### src/shared/nvcr_defs.svh
`ifndef NVCR_DEFS_SVH
`define NVCR_DEFS_SVH

`define NVCR_SLAVE_ADDR        7'h4e
`define NVCR_GENERAL_CALL      7'h00
`define NVCR_REG_WIDTH         5
`define NVCR_REG_RESET         5'h00
`define NVCR_VALID_TOP_LSB     5
`define NVCR_CLK_PERIOD_NS     10
`define NVCR_PROG_TIME_US      10000
`define NVCR_PROG_CYCLES       ((`NVCR_PROG_TIME_US * 1000) / `NVCR_CLK_PERIOD_NS)
`define NVCR_SCL_HALF_DEFAULT  125

`endif

### src/shared/nvcr_pkg.sv
package nvcr_pkg;
	typedef enum logic [2:0] {
		NVCR_IDLE,
		NVCR_ADDR,
		NVCR_ADDR_ACK,
		NVCR_WR_DATA,
		NVCR_WR_ACK,
		NVCR_RD_DATA,
		NVCR_RD_ACK
	} nvcr_slave_state_e;

	typedef enum logic [2:0] {
		NVCRM_IDLE,
		NVCRM_START,
		NVCRM_BIT,
		NVCRM_ACK,
		NVCRM_STOP,
		NVCRM_DONE
	} nvcr_master_state_e;
endpackage

### src/shared/nvcr_if.sv
`timescale 1ns/10ps
`default_nettype none
interface nvcr_if;
	logic scl_o;
	logic scl_oe_n;
	logic sda_m_o;
	logic sda_m_oe_n;
	logic sda_s_o;
	logic sda_s_oe_n;
	logic scl;
	logic sda;

	modport slave (
		input  scl,
		input  sda,
		output sda_s_o,
		output sda_s_oe_n
	);
	modport master (
		input  scl,
		input  sda,
		output scl_o,
		output scl_oe_n,
		output sda_m_o,
		output sda_m_oe_n
	);
endinterface
`default_nettype wire

### src/hw/nvcr_slave.sv
`timescale 1ns/10ps
`default_nettype none
`include "nvcr_defs.svh"

// Functional notes
// [RULE1] start: sda falls while scl high
// [RULE2] stop: sda rises while scl high
// [RULE3] sda changes only while scl low
// [RULE4] eight bits then one ack clock
// [RULE5] master sends address msb first, then direction
// [RULE6] direction 0 write, 1 read
// [RULE7] slave only, scl is input only
// [RULE8] respond only to address 1001110
// [RULE9] ignore general call address
// [RULE10] ack holds sda low through scl high
// [RULE11] read returns stored register contents
// [RULE12] valid byte has top three bits zero
// [RULE13] ack invalid byte, never store it
// [RULE14] only first valid byte is stored
// [RULE15] sample wp at first valid ack fall
// [RULE16] program only complete acknowledged bytes
// [RULE17] nack own address while programming
// [RULE18] outputs keep old value while programming
// [RULE19] works to 400 kHz, no stretching
// [RULE20] no clock-low timeout
// [RULE21] every written byte gets device ack
// [RULE22] register resets to all zeros
// [RULE23] low five bits map straight to register
// [RULE24] start or stop mid-byte abandons transfer
module nvcr_slave #(
	parameter int PROG_CYCLES = `NVCR_PROG_CYCLES
) (
	input  wire logic                       clk_i,
	input  wire logic                       arst_n_i,
	nvcr_if.slave                           bus,
	input  wire logic                       write_protect_i,
	output logic [`NVCR_REG_WIDTH-1:0]      config_reg_o,
	output logic [`NVCR_REG_WIDTH-1:0]      selected_config_outputs_o,
	output logic                            busy_o
);
	logic [1:0] scl_sync;
	logic [1:0] sda_sync;
	logic [1:0] wp_sync;
	logic       scl_q;
	logic       sda_q;

	// two flops before any logic reads the pins
	always_ff @(posedge clk_i or negedge arst_n_i) begin
		if (!arst_n_i) begin
			scl_sync <= 2'b11;
			sda_sync <= 2'b11;
			wp_sync  <= 2'b11;
			scl_q    <= 1'b1;
			sda_q    <= 1'b1;
		end else begin
			scl_sync <= {scl_sync[0], bus.scl};
			sda_sync <= {sda_sync[0], bus.sda};
			wp_sync  <= {wp_sync[0], write_protect_i};
			scl_q    <= scl_sync[1];
			sda_q    <= sda_sync[1];
		end
	end

	wire scl_s    = scl_sync[1];
	wire sda_s    = sda_sync[1];
	wire scl_rise = scl_s & ~scl_q;
	wire scl_fall = ~scl_s & scl_q;
	wire start_c  = scl_s & scl_q & sda_q & ~sda_s; // [RULE1]
	wire stop_c   = scl_s & scl_q & ~sda_q & sda_s; // [RULE2]

	nvcr_pkg::nvcr_slave_state_e state;
	nvcr_pkg::nvcr_slave_state_e next_state;
	logic [7:0]                  shift;
	logic [3:0]                  bit_cnt;
	logic                        sda_low;
	logic                        have_cand;
	logic                        wp_ok;
	logic [`NVCR_REG_WIDTH-1:0]  cand;
	logic [`NVCR_REG_WIDTH-1:0]  nv_reg;
	logic [31:0]                 prog_cnt;
	logic                        acked_valid;

	wire [7:0] shifted    = {shift[6:0], sda_s};
	wire       addr_hit   = (shift[7:1] == `NVCR_SLAVE_ADDR) && !busy_o; // [RULE8] [RULE17]
	wire       byte_valid = (shift[7:`NVCR_VALID_TOP_LSB] == 3'b000); // [RULE12]
	wire       last_bit   = (bit_cnt == 4'd7);

	// general call 0000000 never equals the fixed address, so it is never acked [RULE9]
	always_comb begin
		next_state = state;
		case (state)
			nvcr_pkg::NVCR_IDLE:     next_state = state;
			nvcr_pkg::NVCR_ADDR:     if (scl_fall && bit_cnt == 4'd8)
				next_state = addr_hit ? nvcr_pkg::NVCR_ADDR_ACK : nvcr_pkg::NVCR_IDLE;
			nvcr_pkg::NVCR_ADDR_ACK: if (scl_fall)
				next_state = shift[0] ? nvcr_pkg::NVCR_RD_DATA : nvcr_pkg::NVCR_WR_DATA; // [RULE6]
			nvcr_pkg::NVCR_WR_DATA:  if (scl_fall && bit_cnt == 4'd8)
				next_state = nvcr_pkg::NVCR_WR_ACK;
			nvcr_pkg::NVCR_WR_ACK:   if (scl_fall) next_state = nvcr_pkg::NVCR_WR_DATA;
			nvcr_pkg::NVCR_RD_DATA:  if (scl_fall && last_bit) next_state = nvcr_pkg::NVCR_RD_ACK;
			nvcr_pkg::NVCR_RD_ACK:   if (scl_rise)
				next_state = sda_s ? nvcr_pkg::NVCR_IDLE : nvcr_pkg::NVCR_RD_ACK;
				else if (scl_fall) next_state = nvcr_pkg::NVCR_RD_DATA;
			default:                 next_state = nvcr_pkg::NVCR_IDLE;
		endcase
	end

	// no timeout counter on scl low: state waits for edges forever [RULE20]
	always_ff @(posedge clk_i or negedge arst_n_i) begin
		if (!arst_n_i) begin
			state   <= nvcr_pkg::NVCR_IDLE;
			shift   <= 8'h00;
			bit_cnt <= 4'd0;
		end else if (start_c) begin
			state   <= nvcr_pkg::NVCR_ADDR; // [RULE24]
			bit_cnt <= 4'd0;
		end else if (stop_c) begin
			state   <= nvcr_pkg::NVCR_IDLE; // [RULE24]
			bit_cnt <= 4'd0;
		end else begin
			state <= next_state;
			if (scl_rise && (state == nvcr_pkg::NVCR_ADDR || state == nvcr_pkg::NVCR_WR_DATA)) begin
				shift   <= shifted; // msb first [RULE5] [RULE4]
				bit_cnt <= bit_cnt + 4'd1;
			end else if (state == nvcr_pkg::NVCR_ADDR_ACK && scl_fall) begin
				bit_cnt <= 4'd0;
				if (shift[0])
					shift <= {3'b000, nv_reg}; // [RULE11]
			end else if (state == nvcr_pkg::NVCR_WR_ACK && scl_fall) begin
				bit_cnt <= 4'd0;
			end else if (state == nvcr_pkg::NVCR_RD_DATA && scl_fall) begin
				shift   <= {shift[6:0], 1'b0};
				bit_cnt <= last_bit ? 4'd0 : bit_cnt + 4'd1;
			end else if (state == nvcr_pkg::NVCR_RD_ACK && scl_fall) begin
				shift <= {3'b000, nv_reg};
			end
		end
	end

	// sda driven only after scl falls, released after the ack fall [RULE3] [RULE19]
	always_ff @(posedge clk_i or negedge arst_n_i) begin
		if (!arst_n_i) begin
			sda_low <= 1'b0;
		end else if (start_c || stop_c) begin
			sda_low <= 1'b0;
		end else if (scl_fall) begin
			case (next_state)
				nvcr_pkg::NVCR_ADDR_ACK: sda_low <= 1'b1; // [RULE10]
				nvcr_pkg::NVCR_WR_ACK:   sda_low <= 1'b1; // [RULE21] [RULE13]
				// first read bit is the zero pad above the register, so sda goes low
				nvcr_pkg::NVCR_RD_DATA:  sda_low <= (state == nvcr_pkg::NVCR_RD_DATA) ?
					~shift[6] : 1'b1;
				default:                 sda_low <= 1'b0;
			endcase
		end
	end

	// candidate byte, wp sample and programming
	always_ff @(posedge clk_i or negedge arst_n_i) begin
		if (!arst_n_i) begin
			have_cand   <= 1'b0;
			wp_ok       <= 1'b0;
			acked_valid <= 1'b0;
			cand        <= `NVCR_REG_RESET;
			nv_reg      <= `NVCR_REG_RESET; // [RULE22]
			busy_o      <= 1'b0;
			prog_cnt    <= 32'd0;
		end else begin
			if (start_c) begin
				have_cand   <= 1'b0;
				acked_valid <= 1'b0;
			end else if (state == nvcr_pkg::NVCR_WR_DATA && scl_fall && bit_cnt == 4'd8 &&
				byte_valid && !have_cand) begin
				have_cand <= 1'b1; // [RULE14]
				cand      <= shift[`NVCR_REG_WIDTH-1:0]; // [RULE23]
			end else if (state == nvcr_pkg::NVCR_WR_ACK && scl_fall && have_cand && !acked_valid) begin
				acked_valid <= 1'b1; // [RULE16]
				wp_ok       <= ~wp_sync[1]; // [RULE15]
			end
			if (stop_c && acked_valid && wp_ok && !busy_o) begin
				busy_o      <= 1'b1;
				prog_cnt    <= 32'(PROG_CYCLES);
				acked_valid <= 1'b0;
				have_cand   <= 1'b0;
			end else if (busy_o) begin
				if (prog_cnt <= 32'd1) begin
					busy_o <= 1'b0;
					nv_reg <= cand; // old value shown until the write ends [RULE18]
				end
				prog_cnt <= prog_cnt - 32'd1;
			end
		end
	end

	always_ff @(posedge clk_i or negedge arst_n_i) begin
		if (!arst_n_i) begin
			config_reg_o              <= `NVCR_REG_RESET;
			selected_config_outputs_o <= `NVCR_REG_RESET;
		end else begin
			config_reg_o              <= nv_reg;
			selected_config_outputs_o <= nv_reg; // [RULE18]
		end
	end

	// open drain: never drives high, scl has no output at all [RULE7]
	assign bus.sda_s_o    = 1'b0;
	assign bus.sda_s_oe_n = ~sda_low;
endmodule
`default_nettype wire

### src/flat_wrapper.sv
// flat-port wrapper written by rule: the top's interface ports become plain ports
module nvcr_slave_flat 
#(
	parameter int PROG_CYCLES = `NVCR_PROG_CYCLES
)
  (clk_i, arst_n_i, write_protect_i, config_reg_o, selected_config_outputs_o, busy_o, bus_scl, bus_sda, bus_sda_s_o, bus_sda_s_oe_n);
  nvcr_if bus_i ();
  input  wire logic clk_i;
  input  wire logic arst_n_i;
  input  wire logic write_protect_i;
  output logic [`NVCR_REG_WIDTH-1:0] config_reg_o;
  output logic [`NVCR_REG_WIDTH-1:0] selected_config_outputs_o;
  output logic busy_o;
  input wire logic [$bits(bus_i.scl)-1:0] bus_scl;
  input wire logic [$bits(bus_i.sda)-1:0] bus_sda;
  output wire logic [$bits(bus_i.sda_s_o)-1:0] bus_sda_s_o;
  output wire logic [$bits(bus_i.sda_s_oe_n)-1:0] bus_sda_s_oe_n;
  assign bus_i.scl = bus_scl;
  assign bus_i.sda = bus_sda;
  assign bus_sda_s_o = bus_i.sda_s_o;
  assign bus_sda_s_oe_n = bus_i.sda_s_oe_n;
  nvcr_slave #(.PROG_CYCLES(PROG_CYCLES)) u_core (.clk_i(clk_i), .arst_n_i(arst_n_i), .bus(bus_i), .write_protect_i(write_protect_i), .config_reg_o(config_reg_o), .selected_config_outputs_o(selected_config_outputs_o), .busy_o(busy_o));
endmodule
### config.mk
export PLATFORM = sky130hd
export DESIGN_NAME = nvcr_slave_flat
export DESIGN_NICKNAME = d
export VERILOG_FILES = /design/src/shared/nvcr_pkg.sv /design/src/shared/nvcr_if.sv /design/src/hw/nvcr_slave.sv /design/src/flat_wrapper.sv
export VERILOG_INCLUDE_DIRS = /design/src /design/src/shared
export SDC_FILE = /design/constraint.sdc
export NUM_CORES = 1
export LEC_CHECK = 0
export ABC_AREA = 1
export BUFFER_PORTS_ARGS = -buffer_cell sky130_fd_sc_hd__buf_2
export CAP_MARGIN = 25
export CORE_ASPECT_RATIO = 0.7
export CORE_MARGIN = 2
export CORE_UTILIZATION = 45
export DETAILED_ROUTE_END_ITERATION = 6
export GPL_ROUTABILITY_DRIVEN = 0
export GPL_TIMING_DRIVEN = 1
export MAX_ROUTING_LAYER = met4
export SYNTH_ARGS = -nofsm -noshare
export SYNTH_HDL_FRONTEND = slang
export SYNTH_SLANG_ARGS = --single-unit
### constraint.sdc
create_clock -name clk_i -period 1.6 [get_ports clk_i]
set_input_delay 0.08 -clock clk_i [delete_from_list [all_inputs] [get_ports clk_i]]
set_output_delay 0.08 -clock clk_i [all_outputs]
set_load 0.05 [all_outputs]
[Word level (Yosys, flattened, before mapping)]
Cells that the tools add are included.
Operators by class
  $add $sub $neg: 2
  $lt $le $gt $ge: 1
  eq/ne operators: 15
  muxes and demuxes: 42
  bitwise logic cells: 18
  reduce and logical (&&, ||, !) cells: 37
Operator list (number)
  $mux 32: 2
  $mux 8: 6
  $mux 3: 11
  $le 32x1->1 const B: 1
  $sub 32x1->32 const B: 1
  $mux 4: 7
  $pmux 3 s7: 1
  $logic_and 1x1->1: 17
  $eq 3x3->1 const B: 5
  $mux 1: 13
  $not 1->1: 11
  $eq 3x2->1 const B: 3
  $and 1x1->1: 7
  $eq 7x7->1 const B: 1
  $logic_not 3->1: 2
  $ne 3x1->1 const B: 2
  $reduce_and 3->1: 2
  $reduce_bool 3->1: 2
  $reduce_bool 6->1: 1
  $reduce_and 5->1: 1
  $add 4x1->4 const B: 1
  $eq 4x3->1 const B: 1
  $eq 4x4->1 const B: 1
  $reduce_and 2->1: 2
  10 further kinds: 14
Storage, ports and cells
  register bits after elaboration: 75
  bits of input ports: 5
  logic and storage cells: 133

[Logic depth before layout (Yosys ltp)]
  depth in word-level cells: 10
  mapped depth: 11
  mapped depth without buffers: 11

[Worst setup path after synthesis]
OpenSTA, ideal clock, no wires.
  path type: register to register
  from: register u_core.busy_o
  to: register u_core.prog_cnt[30]
  arrival time: 1.711 ns
  path slack: -0.232 ns
  stages on the path, launching flop included: 11
  path buffers: 1
  clock period less this slack: 1.832 ns
  cell sequence: dfrtp_1 -> buf_6 -> nand2_4 -> nor3_4 -> nand2_4 -> nor2_4 -> nand4_4 -> nor2_2 -> nand2_1 -> nand3_1 -> o21ai_1
Between the ends
  cells in the longest elaborated chain, start to end: 3
  elaborated cells on any way between the ends: 4
  classes of those cells: mux: 1; reduce/logical: 3
Ends and longest elaborated chain
  start: declaration: RTL line nvcr_slave.sv:39  | output logic busy_o
  start signal: assignment: RTL line nvcr_slave.sv:166  | busy_o <= 1'b0;
  start signal: assignment: RTL line nvcr_slave.sv:181  | busy_o <= 1'b1;
  start signal: assignment: RTL line nvcr_slave.sv:187  | busy_o <= 1'b0;
  $logic_not 1->1: RTL line nvcr_slave.sv:180  | if (stop_c && acked_valid && wp_ok && !busy_o) begin
  $logic_and 1x1->1: RTL line nvcr_slave.sv:180
  $mux 32 / $reduce_bool 2->1 (equally long branches)
  end signal: assignment: RTL line nvcr_slave.sv:182  | prog_cnt <= 32'(PROG_CYCLES);
  end signal: assignment: RTL line nvcr_slave.sv:190  | prog_cnt <= prog_cnt - 32'd1;
  end: declaration: RTL line nvcr_slave.sv:80  | logic [31:0] prog_cnt;
Parallel ways exist; a longest one is shown, timed or not.
A chain may end at the register's enable or synchronous reset.

[Worst setup path after layout]
  from: register u_core.scl_sync[1]
  to: register u_core.sda_low
Between the ends
  cells in the longest elaborated chain, start to end: 10
  elaborated cells on any way between the ends: 27
  classes of those cells: eq/ne: 3; mux: 11; bitwise: 8; reduce/logical: 5
Ends and longest elaborated chain
  start: declaration: RTL line nvcr_slave.sv:41  | logic [1:0] scl_sync;
  start signal: assignment: RTL line nvcr_slave.sv:56  | scl_sync <= {scl_sync[0], bus.scl};
  $not 1->1: RTL line nvcr_slave.sv:67  | wire scl_fall = ~scl_s & scl_q;
  $and 1x1->1: RTL line nvcr_slave.sv:67
  $mux 3, or another cell as far along: RTL line nvcr_slave.sv:103  | else if (scl_fall) next_state = nvcr_pkg::NVCR_RD_DATA;
  $mux 3 (on tied branches)
  $pmux 3 s7: RTL line nvcr_slave.sv:91  | case (state)
  $eq 3x2->1 / $eq 3x3->1 (equally long branches): RTL line nvcr_slave.sv:147  | case (next_state)
  $reduce_or 2->1 (no line)
  $pmux 1 s2: RTL line nvcr_slave.sv:147
  $mux 1: RTL line nvcr_slave.sv:146  | end else if (scl_fall) begin
  $mux 1: RTL line nvcr_slave.sv:144  | end else if (start_c || stop_c) begin
  end signal: assignment: RTL line nvcr_slave.sv:151  | nvcr_pkg::NVCR_RD_DATA: sda_low <= (state == nvcr_pkg::NVCR_RD_DATA) ?
  end: declaration: RTL line nvcr_slave.sv:75  | logic sda_low;
Parallel ways exist; a longest one is shown, timed or not. The select of a mux whose other input is x is not followed.

==> flow_metrics.env <==
export IMPL_drc=0
export IMPL_swShare=0.257
export IMPL_final_nets=593
export IMPL_ys_seq_area_frac=0.509
export IMPL_tns_ps=-836
export IMPL_period_share=1.07
export IMPL_largest_reg_flops=32
export IMPL_syn_to_final_growth_pct=48.7
export IMPL_violations="setup timing"
export IMPL_drive_gt1_frac=0.443
export IMPL_rsz0062_at_grt="true"
export IMPL_antenna_found_initial=0
export IMPL_critPathTopFamily="simple AND/OR/NAND/NOR gates"
export IMPL_synthCells=446
export IMPL_timing_fmax_ghz=0.585
export IMPL_fp_dieW_microns=112
export IMPL_grt_total_usage=0.243
export IMPL_drv_slew=0
export IMPL_cts_sinks=75
export IMPL_vias_per_cell=5.12
export IMPL_irDropWorstVdd_mv=0.727
export IMPL_power_frac_seq=0.429
export IMPL_placementRows=27
export IMPL_yosys_area_top_type="dfrtp_1"
export IMPL_leakage_nw=2.73
export IMPL_grt_first_pass_wirelength_microns=16500
export IMPL_yosysWarnings=0
export IMPL_combinationalPowerShare=0.109
export IMPL_required_ps=1820
export IMPL_drt_iter0_drc=166
export IMPL_status="finished with violations"
export IMPL_hold_viol=0
export IMPL_hold_path_class="in -> async"
export IMPL_cts_root_buffer="clkbuf_16"
export IMPL_io_pins=18
export IMPL_crit_arrival_ps=1930
export IMPL_top_regs="u_core.prog_cnt x32, u_core.shift x8"
export IMPL_portBuffers=16
export IMPL_grt_start_max_net_pins=37
export IMPL_max_stage_delay_ps=570
export IMPL_critPathCaptureType="flop"
export IMPL_p_int_mw=3.58
export IMPL_die_h_microns=79.9
export IMPL_synth_cell_types=41
export IMPL_path_class="reg -> reg"
export IMPL_synth_area_sq_um=3700
export IMPL_top_register="u_core.prog_cnt"
export IMPL_final_common_cell="buf_4"
export IMPL_clock_latency_ps=340
export IMPL_final_instance_count_excl_fill=690
export IMPL_setup_violations=18
export IMPL_crit_chain="inv_4 -> nand2_4 -> nor2_4 -> buf_4 -> nand2_1 -> nand3_1 -> nor2_2 -> nand3_1 -> nand3_1 -> a21oi_2"
export IMPL_cp_max_fo=7
export IMPL_dp_cells=641
export IMPL_drv_cap=0
export IMPL_num_vias=3532
export IMPL_switching_power_mw=1.23
export IMPL_diodes=0
export IMPL_synth_nets=455
export IMPL_power_density_nw_per_um2=873
export IMPL_clockBufferDepth=2
export IMPL_dieArea_sq_um=8980
export IMPL_placed_area_sq_um=4540
export IMPL_numCtsBuffers=9
export IMPL_setup_ws_ps=-109
export IMPL_first_pass_iters=5
export IMPL_min_period_ps=1710
export IMPL_slowest_stage="dfstp_2"
export IMPL_post_route_util=0.694
export IMPL_final_setup_skew_ps=5.02
export IMPL_grt_pass1_vias=3451
export IMPL_synth_seq_cells=75
export IMPL_clockPowerShare=0.462
export IMPL_wl_per_cell_microns=14.5
export IMPL_start_util=0.467
export IMPL_synth_area_leaders="dfrtp_1, nand2_1, nand3_1"
export IMPL_avgSynthCellArea_sq_um=8.30
export IMPL_grt_overflow=0
export IMPL_crit_buf_inv=2
export IMPL_synth_top_area_frac=0.453
export IMPL_place_hpwl_microns=6430
export IMPL_coreArea_sq_um=7940
export IMPL_htree_num_levels=3
export IMPL_crit_top_cell="nand3_1"
export IMPL_mostFrequentLayoutCells="buf_4, dfrtp_1, nand2_1"
export IMPL_worst_setup_path_start_kind="flop"
export IMPL_cts_tree="done"
export IMPL_drtAntennaViolNets=0
export IMPL_wl_microns=10000
export IMPL_fin_area_sq_um=5510
export IMPL_clk_pin_slew_ps=60
==> metrics by stage <==
| stage | hold WS [ps] | worst slack (ps) | total power [mW] |
|---|---|---|---|
| 2_1_floorplan | -216 | -92.2 | 2.30 |
| 3_3_place_gp | 71.7 | -79.6 | 2.49 |
| 3_5_place_dp | 81.0 | -119 | 2.50 |
| 4_1_cts | 257 | -92.9 | 4.78 |
| 5_1_grt | 297 | -220 | 4.98 |
| 6_report | 249 | -109 | 4.81 |
==> power groups by stage <==
| stage | clock (mW) | combinational, mW | sequential, mW |
|---|---|---|---|
| after floorplan | 0 | 0.236 | 2.07 |
| after global placement | 0 | 0.409 | 2.08 |
| after detailed placement | 0 | 0.415 | 2.09 |
| after CTS | 2.26 | 0.464 | 2.05 |
| after global routing | 2.33 | 0.585 | 2.07 |
| final | 2.22 | 0.525 | 2.06 |
==> layer usage <==
metal | global-route usage | up-vias | wire, microns
met3 | 0.0592 | 16 | 575
met5 | - | - | 0
met4 | 0.0683 | 0 | 166
li1 | - | 1741 | -
met2 | 0.380 | 98 | 4630
met1 | 0.319 | 1677 | 4640
==> worst register-to-register path, stage by stage (launching register included) <==
cell and delay (ps):
dfstp_2 570, inv_4 60, nand2_4 120, nor2_4 70, buf_4 140, nand2_1 70
nand3_1 120, nor2_2 170, nand3_1 100, nand3_1 110, a21oi_2 60
==> what timing repair did <==
item	CTS	global route
endpoints found under the setup margin	46	54
hold endpoints to repair	30	0
resized for setup	49	77
hold buffers	4	0
cloned	2	0
buffers inserted	14	13
pin swaps	16	29
==> synth_stat cells (all sizes together) <==
library cell   n
nor3           8
conb           1
xor2           1
buf           10
inv           63
o21a           2
a21oi          9
mux2i          3
o221ai         1
and2           1
clkbuf         1
nand4          6
nor2          67
a211oi         2
a31oi          1
dfstp          8
dfrtp         67
ha             4
nand3         49
o22ai          6
a32oi          1
nand2         78
o21ai         53
nor4           1
o31ai          2
o211ai         1
==> cells by family (layout without fill, tap and decap cells) <==
| group | Yosys count | after routing | share of synthesized area |
|---|---|---|---|
| and+or+nand+nor | 210 | 211 | 0.264 |
| AOI/OAI and AO/OA | 78 | 78 | 0.118 |
| xor gates and xnor gates | 1 | 1 | 0.00237 |
| DFF | 75 | 75 | 0.509 |
| muxes | 3 | 3 | 0.00811 |
| adders and majority gates | 4 | 4 | 0.0135 |
| other | 1 | 1 | 0.00101 |
| buffers and inverters | 74 | 216 | 0.0841 |
==> path summary, 6_finish.rpt <==
kind                                               from                               to  slack, ps  cells past startpoint
setup / recovery           u_core.scl_sync[1]$_DFF_PN1_       u_core.sda_low$_DFFE_PN0P_       -110                     10
min in group clk_i         u_core.sda_sync[0]$_DFF_PN1_     u_core.sda_sync[1]$_DFF_PN1_        360                      0
max in group asynchronous                      arst_n_i           u_core.sda_q$_DFF_PN1_        760                      3
hold / removal                                 arst_n_i  u_core.prog_cnt[12]$_DFFE_PN0P_        250                      2
setup reg to reg           u_core.scl_sync[1]$_DFF_PN1_       u_core.sda_low$_DFFE_PN0P_       -110                     10
hold reg to reg            u_core.sda_sync[0]$_DFF_PN1_     u_core.sda_sync[1]$_DFF_PN1_        360                      0
==> area by class of cell <==
| type | instances | area, sq um |
|---|---|---|
| well taps | 101 | 126 |
| repair inverters | 1 | 7.51 |
| flip-flops and latches | 75 | 1890 |
| inverters | 63 | 244 |
| multi-input cells | 298 | 1870 |
| clock buffers | 9 | 225 |
| clock inverters | 7 | 100 |
| fillers | 578 | 2430 |
| repair buffers | 136 | 1040 |
Note: power is estimated with default switching activity, not from simulation.
